[config.mk]
export PLATFORM = sky130hd
export DESIGN_NAME = pwm16_timer
export DESIGN_NICKNAME = d
export VERILOG_FILES = /design/src/hdl/pwm16_pkg.sv /design/src/hdl/pwm16_prescaler.sv /design/src/hdl/pwm16_out_pin.sv /design/src/hdl/pwm16_timer.sv
export SDC_FILE = /design/constraint.sdc
export NUM_CORES = 1
export LEC_CHECK = 0
export ABC_AREA = 1
export BUFFER_PORTS_ARGS = -buffer_cell sky130_fd_sc_hd__clkbuf_2
export CAP_MARGIN = 20
export CORE_UTILIZATION = 30
export CTS_BUF_LIST = sky130_fd_sc_hd__clkbuf_4
export CTS_CLUSTER_DIAMETER = 150
export DETAILED_ROUTE_END_ITERATION = 8
export SETUP_SLACK_MARGIN = 0.1
export SLEW_MARGIN = 20
export SYNTH_ARGS = -nofsm -noshare
export SYNTH_HDL_FRONTEND = slang
export SYNTH_SLANG_ARGS = --single-unit
[constraint.sdc]
create_clock -name clk_sys -period 5.1 [get_ports clk_sys]
set_input_delay 1.02 -clock clk_sys [delete_from_list [all_inputs] [get_ports clk_sys]]
set_output_delay 1.02 -clock clk_sys [all_outputs]
set_load 0.005 [all_outputs]
[src/hdl/pwm16_pkg.sv]
// constants and types shared by the waveform timer
package pwm16_pkg;
    localparam int          CNT_W        = 16;
    localparam logic [15:0] CNT_BOTTOM   = 16'h0000;
    localparam logic [15:0] CNT_MAX      = 16'hFFFF;
    localparam logic [15:0] TOP_8BIT     = 16'h00FF;
    localparam logic [15:0] TOP_9BIT     = 16'h01FF;
    localparam logic [15:0] TOP_10BIT    = 16'h03FF;
    localparam logic [15:0] ONE          = 16'h0001;
    // waveform mode select codes
    localparam logic [3:0]  WM_PC8       = 4'h1;
    localparam logic [3:0]  WM_PC9       = 4'h2;
    localparam logic [3:0]  WM_PC10      = 4'h3;
    localparam logic [3:0]  WM_FP8       = 4'h5;
    localparam logic [3:0]  WM_FP9       = 4'h6;
    localparam logic [3:0]  WM_FP10      = 4'h7;
    localparam logic [3:0]  WM_PC_CAP    = 4'hA;
    localparam logic [3:0]  WM_PC_CMPA   = 4'hB;
    localparam logic [3:0]  WM_FP_CAP    = 4'hE;
    localparam logic [3:0]  WM_FP_CMPA   = 4'hF;
    // channel output mode codes
    localparam logic [1:0]  OM_OFF       = 2'h0;
    localparam logic [1:0]  OM_TOGGLE    = 2'h1;
    localparam logic [1:0]  OM_NONINV    = 2'h2;
    localparam logic [1:0]  OM_INV       = 2'h3;
    // prescaler select codes: stop, 1, 8, 64, 256, 1024
    localparam logic [2:0]  PS_STOP      = 3'h0;
    localparam logic [2:0]  PS_DIV1      = 3'h1;
    localparam logic [2:0]  PS_DIV8      = 3'h2;
    localparam logic [2:0]  PS_DIV64     = 3'h3;
    localparam logic [2:0]  PS_DIV256    = 3'h4;
    localparam logic [2:0]  PS_DIV1024   = 3'h5;
    localparam int          PS_W         = 10;
    localparam logic [9:0]  PS_M8        = 10'h007;
    localparam logic [9:0]  PS_M64       = 10'h03F;
    localparam logic [9:0]  PS_M256      = 10'h0FF;
    localparam logic [9:0]  PS_M1024     = 10'h3FF;
    localparam logic [9:0]  PS_ZERO      = 10'h000;
    localparam logic [9:0]  PS_ONE       = 10'h001;

    // count direction, gray order: up then down
    typedef enum logic [0:0] {DIR_UP = 1'b0, DIR_DOWN = 1'b1} dir_e;
endpackage : pwm16_pkg

[src/hdl/pwm16_prescaler.sv]
// prescaler that issues the one-cycle timer clock enable
`timescale 1ns/100ps
module pwm16_prescaler
    import pwm16_pkg::*;
(
    // clock and reset
    input  wire logic       clk_sys,
    input  wire logic       rst,
    // divider select
    input  wire logic [2:0] clock_select,
    // timer clock enable
    output logic            tick
);
    import pwm16_pkg::*;

    logic [PS_W-1:0] div_count;
    logic [PS_W-1:0] next_div_count;
    logic            next_tick;
    logic [PS_W-1:0] mask;

    always_comb
    begin
        case (clock_select)
            PS_DIV8:    mask = PS_M8;
            PS_DIV64:   mask = PS_M64;
            PS_DIV256:  mask = PS_M256;
            PS_DIV1024: mask = PS_M1024;
            default:    mask = PS_ZERO;
        endcase
        next_div_count = div_count + PS_ONE;
        next_tick      = 1'b0;
        if (clock_select == PS_STOP || clock_select > PS_DIV1024)
        begin
            next_div_count = PS_ZERO;
        end
        else if ((div_count & mask) == mask)
        begin
            // period is N system cycles
            next_tick = 1'b1;
        end
    end

    always_ff @(posedge clk_sys or posedge rst)
    begin
        if (rst)
        begin
            div_count <= PS_ZERO;
            tick      <= 1'b0;
        end
        else
        begin
            div_count <= next_div_count;
            tick      <= next_tick;
        end
    end
endmodule // pwm16_prescaler

[src/hdl/pwm16_out_pin.sv]
// pin gating of one waveform output
`timescale 1ns/100ps
module pwm16_out_pin (
    // clock and reset
    input  wire logic clk_sys,
    input  wire logic rst,
    // waveform and enables
    input  wire logic wave,
    input  wire logic pin_direction_bit,
    input  wire logic wave_output_enable,
    input  wire logic port_value,
    // pin
    output logic      pin_level,
    output logic      pin_oe
);
    logic next_pin_level;
    logic next_pin_oe;

    always_comb
    begin
        // waveform only overrides the port when both bits are set
        next_pin_oe    = pin_direction_bit;
        next_pin_level = (pin_direction_bit && wave_output_enable) ?
                         wave : port_value;
    end

    always_ff @(posedge clk_sys or posedge rst)
    begin
        if (rst)
        begin
            pin_level <= 1'b0;
            pin_oe    <= 1'b0;
        end
        else
        begin
            pin_level <= next_pin_level;
            pin_oe    <= next_pin_oe;
        end
    end
endmodule // pwm16_out_pin

[src/hdl/pwm16_timer.sv]
// 16-bit timer with fast and phase correct pwm waveform generation
//==========================================================================
`timescale 1ns/100ps
module pwm16_timer
    import pwm16_pkg::*;
(
    // clock and reset
    input  wire logic        clk_sys,
    input  wire logic        rst,
    // configuration
    input  wire logic [3:0]  waveform_mode_select,
    input  wire logic [1:0]  chan_a_output_mode,
    input  wire logic [1:0]  chan_b_output_mode,
    input  wire logic [2:0]  clock_select,
    // compare and top register writes
    input  wire logic [15:0] write_data,
    input  wire logic        compare_a_write,
    input  wire logic        compare_b_write,
    input  wire logic        capture_top_write,
    // flag clears, one cycle pulses
    input  wire logic        overflow_clear,
    input  wire logic        compare_a_clear,
    input  wire logic        compare_b_clear,
    input  wire logic        capture_clear,
    // pin control
    input  wire logic        pin_direction_bit_a,
    input  wire logic        pin_direction_bit_b,
    input  wire logic        wave_output_enable_a,
    input  wire logic        wave_output_enable_b,
    input  wire logic        port_value_a,
    input  wire logic        port_value_b,
    // status
    output logic [15:0]      counter_value,
    output logic [15:0]      compare_a_value,
    output logic [15:0]      compare_b_value,
    output logic [15:0]      capture_top_value,
    output logic             overflow_flag,
    output logic             compare_a_flag,
    output logic             compare_b_flag,
    output logic             capture_flag,
    // pins
    output logic             wave_out_a,
    output logic             wave_out_a_oe,
    output logic             wave_out_b,
    output logic             wave_out_b_oe
);
    import pwm16_pkg::*;

    //======================================================================
    // mode decode
    function automatic logic is_fast(input logic [3:0] m);
        return m == WM_FP8 || m == WM_FP9 || m == WM_FP10 ||
               m == WM_FP_CAP || m == WM_FP_CMPA;
    endfunction

    function automatic logic is_phase(input logic [3:0] m);
        return m == WM_PC8 || m == WM_PC9 || m == WM_PC10 ||
               m == WM_PC_CAP || m == WM_PC_CMPA;
    endfunction

    function automatic logic [15:0] fixed_mask(input logic [3:0] m);
        case (m)
            WM_PC8, WM_FP8:   return TOP_8BIT;
            WM_PC9, WM_FP9:   return TOP_9BIT;
            WM_PC10, WM_FP10: return TOP_10BIT;
            default:          return CNT_MAX;
        endcase
    endfunction

    logic        tick;
    logic        fast;
    logic        phase;
    logic        top_is_cap;
    logic        top_is_cmpa;
    logic [15:0] top;
    logic        at_top;
    logic        at_bottom;
    logic        match_a;
    logic        match_b;

    always_comb
    begin
        fast        = is_fast(waveform_mode_select);
        phase       = is_phase(waveform_mode_select);
        top_is_cap  = waveform_mode_select == WM_PC_CAP ||
                      waveform_mode_select == WM_FP_CAP;
        top_is_cmpa = waveform_mode_select == WM_PC_CMPA ||
                      waveform_mode_select == WM_FP_CMPA;
        // top select, fixed or register based
        if (top_is_cap)
            top = capture_top_value;
        else if (top_is_cmpa)
            top = compare_a_value;
        else
            top = fixed_mask(waveform_mode_select);
        at_top    = counter_value == top;
        at_bottom = counter_value == CNT_BOTTOM;
        // equality only: a top below compare never matches
        match_a   = counter_value == compare_a_value;
        match_b   = counter_value == compare_b_value;
    end

    pwm16_prescaler u_prescaler (
        .clk_sys      (clk_sys),
        .rst          (rst),
        .clock_select (clock_select),
        .tick         (tick)
    );

    //======================================================================
    // compare buffers and capture/top register
    logic [15:0] buf_a;
    logic [15:0] buf_b;
    logic [15:0] next_buf_a;
    logic [15:0] next_buf_b;
    logic [15:0] next_compare_a_value;
    logic [15:0] next_compare_b_value;
    logic [15:0] next_capture_top_value;
    logic        load_buffers;

    always_comb
    begin
        // masked on write when top is fixed
        next_buf_a = compare_a_write ?
                     (write_data & fixed_mask(waveform_mode_select)) : buf_a;
        next_buf_b = compare_b_write ?
                     (write_data & fixed_mask(waveform_mode_select)) : buf_b;
        // no double buffer here: lower value makes count run to max
        next_capture_top_value = capture_top_write ? write_data
                                                   : capture_top_value;
        // update at top in both pwm families
        load_buffers = tick && at_top && (fast || phase);
        next_compare_a_value = load_buffers ? buf_a : compare_a_value;
        next_compare_b_value = load_buffers ? buf_b : compare_b_value;
    end

    always_ff @(posedge clk_sys or posedge rst)
    begin
        if (rst)
        begin
            buf_a             <= CNT_BOTTOM;
            buf_b             <= CNT_BOTTOM;
            compare_a_value   <= CNT_BOTTOM;
            compare_b_value   <= CNT_BOTTOM;
            capture_top_value <= CNT_BOTTOM;
        end
        else
        begin
            buf_a             <= next_buf_a;
            buf_b             <= next_buf_b;
            compare_a_value   <= next_compare_a_value;
            compare_b_value   <= next_compare_b_value;
            capture_top_value <= next_capture_top_value;
        end
    end

    //======================================================================
    // counter
    dir_e        dir;
    dir_e        next_dir;
    logic [15:0] next_counter_value;

    always_comb
    begin
        next_counter_value = counter_value;
        next_dir           = dir;
        if (tick)
        begin
            if (fast)
            begin
                next_dir = DIR_UP;
                // clear the cycle after top; wraps past max if missed
                next_counter_value = at_top ? CNT_BOTTOM
                                            : counter_value + ONE;
            end
            else if (phase)
            begin
                // top is held one timer cycle, then direction flips
                if (dir == DIR_UP && at_top)
                begin
                    next_dir = DIR_DOWN;
                    next_counter_value = counter_value - ONE;
                end
                else if (dir == DIR_DOWN && at_bottom)
                begin
                    next_dir = DIR_UP;
                    next_counter_value = counter_value + ONE;
                end
                else if (dir == DIR_UP)
                    next_counter_value = counter_value + ONE;
                else
                    next_counter_value = counter_value - ONE;
            end
            else
                next_counter_value = counter_value + ONE;
        end
    end

    always_ff @(posedge clk_sys or posedge rst)
    begin
        if (rst)
        begin
            counter_value <= CNT_BOTTOM;
            dir           <= DIR_UP;
        end
        else
        begin
            counter_value <= next_counter_value;
            dir           <= next_dir;
        end
    end

    //======================================================================
    // flags: a set in the clearing cycle wins
    logic set_ovf;
    logic set_a;
    logic set_b;
    logic set_cap;
    logic next_overflow_flag;
    logic next_compare_a_flag;
    logic next_compare_b_flag;
    logic next_capture_flag;

    always_comb
    begin
        set_ovf = tick && ((fast && at_top) ||
                           (phase && at_bottom));
        // top register flag rides on the top cycle
        set_a   = tick && (match_a || (top_is_cmpa && at_top));
        set_b   = tick && match_b;
        set_cap = tick && top_is_cap && at_top;
        next_overflow_flag  = set_ovf | (overflow_flag  & ~overflow_clear);
        next_compare_a_flag = set_a   | (compare_a_flag & ~compare_a_clear);
        next_compare_b_flag = set_b   | (compare_b_flag & ~compare_b_clear);
        next_capture_flag   = set_cap | (capture_flag   & ~capture_clear);
    end

    always_ff @(posedge clk_sys or posedge rst)
    begin
        if (rst)
        begin
            overflow_flag  <= 1'b0;
            compare_a_flag <= 1'b0;
            compare_b_flag <= 1'b0;
            capture_flag   <= 1'b0;
        end
        else
        begin
            overflow_flag  <= next_overflow_flag;
            compare_a_flag <= next_compare_a_flag;
            compare_b_flag <= next_compare_b_flag;
            capture_flag   <= next_capture_flag;
        end
    end

    //======================================================================
    // waveform generation
    function automatic logic wave_next(
        input logic       cur,
        input logic [1:0] om,
        input logic       match,
        input logic       toggle_ok
    );
        logic v;
        v = cur;
        if (fast)
        begin
            // compare equal top: match and top actions collide, the match action wins,
            // giving a steady level
            if (om == OM_NONINV)
                v = match ? 1'b1 : (at_top ? 1'b0 : cur);
            else if (om == OM_INV)
                v = match ? 1'b0 : (at_top ? 1'b1 : cur);
            else if (om == OM_TOGGLE && toggle_ok && match)
                v = ~cur;
        end
        else if (phase && match)
        begin
            // up match clears, down match sets for mode two
            // top and bottom are met once a period, so a match there
            // gives a steady level instead of a lone edge
            if (om == OM_NONINV)
                v = at_top ? 1'b1 : (at_bottom ? 1'b0 : (dir == DIR_DOWN));
            else if (om == OM_INV)
                v = at_top ? 1'b0 : (at_bottom ? 1'b1 : (dir == DIR_UP));
        end
        return v;
    endfunction

    logic wave_a;
    logic wave_b;
    logic next_wave_a;
    logic next_wave_b;

    always_comb
    begin
        next_wave_a = wave_a;
        next_wave_b = wave_b;
        if (tick)
        begin
            next_wave_a = wave_next(wave_a, chan_a_output_mode, match_a, 1'b1);
            next_wave_b = wave_next(wave_b, chan_b_output_mode, match_b, 1'b0);
        end
    end

    always_ff @(posedge clk_sys or posedge rst)
    begin
        if (rst)
        begin
            wave_a <= 1'b0;
            wave_b <= 1'b0;
        end
        else
        begin
            wave_a <= next_wave_a;
            wave_b <= next_wave_b;
        end
    end

    pwm16_out_pin u_pin_a (
        .clk_sys            (clk_sys),
        .rst                (rst),
        .wave               (wave_a),
        .pin_direction_bit  (pin_direction_bit_a),
        .wave_output_enable (wave_output_enable_a),
        .port_value         (port_value_a),
        .pin_level          (wave_out_a),
        .pin_oe             (wave_out_a_oe)
    );

    pwm16_out_pin u_pin_b (
        .clk_sys            (clk_sys),
        .rst                (rst),
        .wave               (wave_b),
        .pin_direction_bit  (pin_direction_bit_b),
        .wave_output_enable (wave_output_enable_b),
        .port_value         (port_value_b),
        .pin_level          (wave_out_b),
        .pin_oe             (wave_out_b_oe)
    );

    //======================================================================
    // checks
    AST_OVF_FAST: assert property (@(posedge clk_sys) disable iff (rst)
        tick && fast && at_top |=> overflow_flag)
        else $error("overflow flag missing at fast top");
    AST_TOPFLAG: assert property (@(posedge clk_sys) disable iff (rst)
        tick && fast && top_is_cap && at_top |=> capture_flag && overflow_flag)
        else $error("capture flag not with overflow");
    AST_LOAD_A: assert property (@(posedge clk_sys) disable iff (rst)
        load_buffers |=> compare_a_value == $past(buf_a))
        else $error("compare a not loaded at top");
    AST_CLEAR: assert property (@(posedge clk_sys) disable iff (rst)
        tick && fast && at_top |=> counter_value == CNT_BOTTOM)
        else $error("counter not cleared after top");
    AST_NO_TICK: assert property (@(posedge clk_sys) disable iff (rst)
        !tick |=> $stable(counter_value))
        else $error("counter moved without enable");
    AST_OVF_PC: assert property (@(posedge clk_sys) disable iff (rst)
        tick && phase && at_bottom |=> overflow_flag)
        else $error("overflow flag missing at bottom");
    AST_REVERSE: assert property (@(posedge clk_sys) disable iff (rst)
        tick && phase && dir == DIR_UP && at_top && top != CNT_BOTTOM
        |=> dir == DIR_DOWN && counter_value == $past(top) - ONE)
        else $error("phase correct top not reversed");
    AST_MATCH: assert property (@(posedge clk_sys) disable iff (rst)
        tick && match_b |=> compare_b_flag)
        else $error("compare b flag missing");
    AST_NONINV: assert property (@(posedge clk_sys) disable iff (rst)
        tick && fast && chan_b_output_mode == OM_NONINV && match_b
        |=> wave_b)
        else $error("fast pwm did not set on match");
endmodule // pwm16_timer

Word level (Yosys, flattened, before mapping) --
Cells that the tools add are included. W data, S select, Z words.
Word-level totals: register bits after elaboration 118, bits of input ports 42, output and inout port bits 72, word-level logic and storage cells 154
Operators by class: add/sub/neg operators 3, magnitude comparators 1, equal/unequal tests 27, mux-type cells 42, bitwise logic cells 16, reduce and logical (&&, ||, !) cells 46
Operators with widths (count):
- $mux W16 | 8
- $eq A16 B16 Y1 | 3
- $pmux W16 S3 | 1
- $pmux W10 S4 | 1
- $mux W1 | 31
- $logic_and A1 B1 Y1 | 17
- $add A16 B1 Y16 const B | 1
- $and A16 B16 Y16 | 1
- $eq A4 B4 Y1 const B | 4
- $logic_not A16 Y1 | 1
- $ne A4 B4 Y1 const B | 4
- $sub A16 B1 Y16 const B | 1
- $logic_or A1 B1 Y1 | 14
- $eq A4 B3 Y1 const B | 3
- $add A10 B1 Y10 const B | 1
- $and A10 B10 Y10 | 1
- $eq A10 B10 Y1 | 1
- $mux W10 | 1
- $reduce_bool A3 Y1 | 3
- $eq A2 B2 Y1 const B | 4
- $eq A4 B2 Y1 const B | 2
- $reduce_bool A2 Y1 | 4
- $eq A3 B2 Y1 const B | 2
- $eq A3 B3 Y1 const B | 2
- 11 further kinds | 24

Depth between registers and ports, before layout --
depth in word-level cells 11, depth in mapped cells 20, gate-level depth less buffers 18

Hierarchy --
Synthesis repeated with hierarchy kept, for this count alone.
Unflattened totals: cell total of the unflattened synthesis 940, area, all modules 7076.8 um2
By module, submodules not included:
- pwm16_timer | times used 1, cells an instance 848, area each 6294.8 um2, seq. area each 2577.5 um2
- pwm16_prescaler | times used 1, cells an instance 78, area each 641.9 um2, seq. area each 275.3 um2
- pwm16_out_pin | times used 2, cells an instance 7, area each 70.1 um2, seq. area each 50.0 um2

Worst setup path before layout --
No wires, ideal clock.
path kind input -> register, from input port waveform_mode_select[3], to register compare_a_value[15], library setup time 0.117 ns, arrival time 2.751 ns, data required time 4.983 ns, setup slack 2.233 ns, stages 18, buffers on the path 4, path through buf_2 inv_2 nand2_1 nand2_1 buf_4 nand3_1 nand2_1 nand2_1 nor2_1 nand2_1 nor2_2 nand2_2 nor3_4 inv_2 buf_4 buf_6 nand2_1 nand2_1
On the way: cells in the longest elaborated chain, start to end 8, elaborated cells between the ends (all ways) 30, classes of those cells 11 x eq/ne; 3 x mux; 16 x reduce/logical
Ends and longest elaborated chain:
- start, declared | line pwm16_timer.sv:11 | input wire logic [3:0] waveform_mode_select,
- $eq A4 B3 Y1, or another cell as far along | line pwm16_timer.sv:52, pwm16_timer.sv:62
- $reduce_or A2 Y1 | line pwm16_timer.sv:62 | case (m)
- $pmux W16 S3 | line pwm16_timer.sv:62
- $mux W16 | line pwm16_timer.sv:92 | else if (top_is_cmpa)
- $mux W16 | line pwm16_timer.sv:90 | if (top_is_cap)
- $eq A16 B16 Y1 | line pwm16_timer.sv:96 | at_top = counter_value == top;
- $logic_and A1 B1 Y1 | line pwm16_timer.sv:132 | load_buffers = tick && at_top && (fast || phase);
- $logic_and A1 B1 Y1 * | line pwm16_timer.sv:132
- end signal, assigned | line pwm16_timer.sv:151 | compare_a_value <= next_compare_a_value;
- end, declared | line pwm16_timer.sv:34 | output logic [15:0] compare_a_value,
Every way passes the cells marked *; elsewhere a longest branch is shown, timed or not. A chain may end at the register's enable or synchronous reset.

Final worst setup path --
from input port waveform_mode_select[0], to register compare_a_value[7]
Same word-level chain as after synthesis.

==> results.txt <==
status: completed
pin count of the biggest net entering global routing: 57
slack of the worst reg-to-reg path: 2.16 ns
syn nets: 1002
vias per cell: 4.73
Cell variety after synth: 38
Pint: 1660 uW
die span in x: 155 um
Cells on Worst Hold Path: 2
area grow syn2layout: 15.4%
Max-Cap Viols: 0
Die Ht: 155 um
Congestion Overflow GR: 0
worst slew pin tran: 0.716 ns
startpoint types: input pin
Mapped Avg Cell Area: 7.33 um2
register area share after synthesis: 42.2%
NetSw: 1230 uW
async set or reset register ratio after synthesis: 100%
detailed-route via count: 6523
R2R cell count: 13
die area: 0.0240 mm2
Longest Clk Path Bufs: 2
Setup-failing EPs final: 0
Final ANT Viol Nets: 0
Worst R2R End: counter_value[1]
kind of cell adding the most delay to the critical path: simple AND/OR/NAND/NOR gates
switch share: 42.4%
reg-to-reg startpoint: counter_value[0]
post-DP HPWL: 15700 um
Crit path largest cell delay: 0.45 ns
final std cells w/o fill: 1379
Reg power frac: 44.7%
Buf/Inv on CP: 3
first-pass GRT wire length: 32800 um
CTS Buf Count: 17
fin crit share: 65.7%
post-CTS resize count: 0
count of pins over their slew limit: 0
Yosys reg bits: 118
Post-synth top flop: dfrtp_1
initial antenna violation count: 0
Rows: 55
CTS tree: done
crit path cell chain: clkbuf_2 > nand2_1 > nand2_1 > nand3_1 > nand2_1 > nand2_1 > nor2_1 > nand2_1 > nor2_2 > nand2_2 > nor3_4 > buf_4 > inv_2 > nand2_1 > o21ai_0
most frequent cell after synthesis: nand2_1
Total GRT Usage: 17.7%
final setup skew: 0.0269 ns
vias in the first global route: 6077
Routed WL: 20500 um
nets: 1099
drt pass-1 iters: 5
Hold WC Path Type: reg2reg
Core Box Area: 0.0228 mm2
share of layout cells above drive strength 1: 17.4%
endpoint class of the critical path: register
Arr. time, crit path: 3.76 ns
Req. time, crit path: 5.51 ns
placed cells: 1347
Worst slew margin: 51.9%
Logic pwr share: 31.7%
# Post-CTS Setup Buffers: 0
maximum VDD drop: 0.133 mV
Leak: 0.00411 uW
placed cell areas: 0.00781 mm2
Reg clk slew, reported paths: 0.13 ns
Top cell by count, worst path: nand2_1
# port buffers: 113
DRC viols: 0
Mapped Area: 0.00700 mm2
fin util: 35.5%
Hold Buf Count CTS: 0
Min-Delay Endpoint: compare_a_value[11]
minimum clock period: 3.35 ns
Power Density: 357 mW/mm2
H-Tree Depth: 4
Iter 0 DRT Violations: 397
number of synthesized flops with an enable pin: 0
Clk Tree Root Cell: clkbuf_4
WS Path Type: in2reg
fin area: 0.00808 mm2
Post-Route Setup TNS: 0 ns
Antenna Cells: 0
WL/cell: 14.9 um
Gate Count Post-Synth: 956
TritonCTS Sinks: 118
CP max stage cell: nand2_1
Final Power: 2890 uW
Final Wtd Congestion: 0.932
area leader, netlist: dfrtp_1
fmax: 299 MHz
post-synth top area share: 42.2%
largest fanout on the critical path: 39
Warnings, synthesis: 0
top post-synthesis cells by area: dfrtp_1, nand2_1, inv_1
worst skew pair latency: 0.55 ns
Commonest cells post-synth: nand2_1, dfrtp_1, inv_1, nand3_1, o21ai_0
Final Hold Violating Endpoints: 0
starting density of the core: 30.7%
RSZ-0062 raised after global routing: false
I/O pins: 114
clock power share: 23.6%
Hold Crit Start: buf_a[11]
[final cells by class]
cell class | count | area, um2
fill | 2443 | 14700
multi-input combinational | 688 | 3440
sequential | 118 | 2950
timing repair buffer | 119 | 611
inverter | 109 | 413
tap | 313 | 392
clock inverter | 15 | 144
clock buffer | 17 | 128
[per-layer routing]
metal  track usage, %  vias to the layer above  routed length [um]
li1                 -                     3286                   -
met1             23.2                     3000                9440
met2             28.6                      216                9400
met3             5.04                       21                1400
met4             4.57                        0                 295
met5                0                        -                   0
[worst register-to-register path, cell delays in order (launching register included)]
cell	delay, ns
dfrtp_1	0.53
inv_1	0.19
ha_1	0.20
nand2_1	0.11
nor2_1	0.21
inv_1	0.08
nor3_1	0.29
nand2_1	0.16
nand2_1	0.37
nand2_2	0.23
nand2_2	0.22
nand2_1	0.07
nand3_1	0.07
o21ai_0	0.08
[power groups by stage]
| stage | logic, uW | registers, uW | clock network (uW) |
|---|---|---|---|
| after floorplan | 783 | 1130 | 0 |
| after global placement | 904 | 1310 | 0 |
| after detailed placement | 916 | 1310 | 0 |
| after CTS | 920 | 1290 | 699 |
| after global routing | 1060 | 1320 | 742 |
| final | 915 | 1290 | 681 |
[stage by stage]
stage | hold slack, ns | worst slack [ns]
after floorplan | 0.433 | 0.951
after global placement | 0.451 | 1.32
after detailed placement | 0.459 | 1.23
after CTS | 0.476 | 1.85
after global routing | 0.495 | 1.52
final | 0.474 | 1.75
[registers in the layout, summed over array words and instances, names as in the netlist, 10 cells and up]
name,flops
u_prescaler.div_count,10
compare_b_value,16
buf_b,16
counter_value,16
buf_a,16
capture_top_value,16
compare_a_value,16
[worst max-delay path by stage]
stage	endpoint	slack (ns)	startpoint	cells past startpoint
floorplan	buf_a[0]	0.95	rst	1
global placement	compare_a_value[7]	1.32	waveform_mode_select[0]	15
detailed placement	compare_a_value[7]	1.23	waveform_mode_select[0]	15
CTS	compare_a_value[7]	1.85	waveform_mode_select[0]	15
global route	compare_a_value[7]	1.52	waveform_mode_select[0]	15
finish	compare_a_value[7]	1.75	waveform_mode_select[0]	15
[cell usage in the layout, fill, tap and decap left out, types with 5 or more instances in the layout]
master and n:
nand2_1 294, dfrtp_1 118, clkbuf_2 113, inv_1 100
nand3_1 73, o21ai_0 68, nor2_1 63, a21oi_1 35
nand4_1 33, xnor2_1 30, xor2_1 23, clkbuf_4 17
mux2_2 16, nor3_1 11, o21ai_1 7, inv_6 6
buf_4 6, inv_2 5, o22ai_1 5
[cell families (layout without fill, tap and decap cells)]
logic type	after synthesis	count (layout)	synth area share, %
AO/OA/AOI/OAI	124	124	9.33
XOR/XNOR	53	53	6.63
adder cells (fa/ha/maj)	4	4	0.715
buffers and inverters	150	260	8.67
flip-flops	118	118	42.2
multiplexers	16	16	2.57
AND/OR/NAND/NOR	491	491	29.9
(Power assumes the default switching activity.)
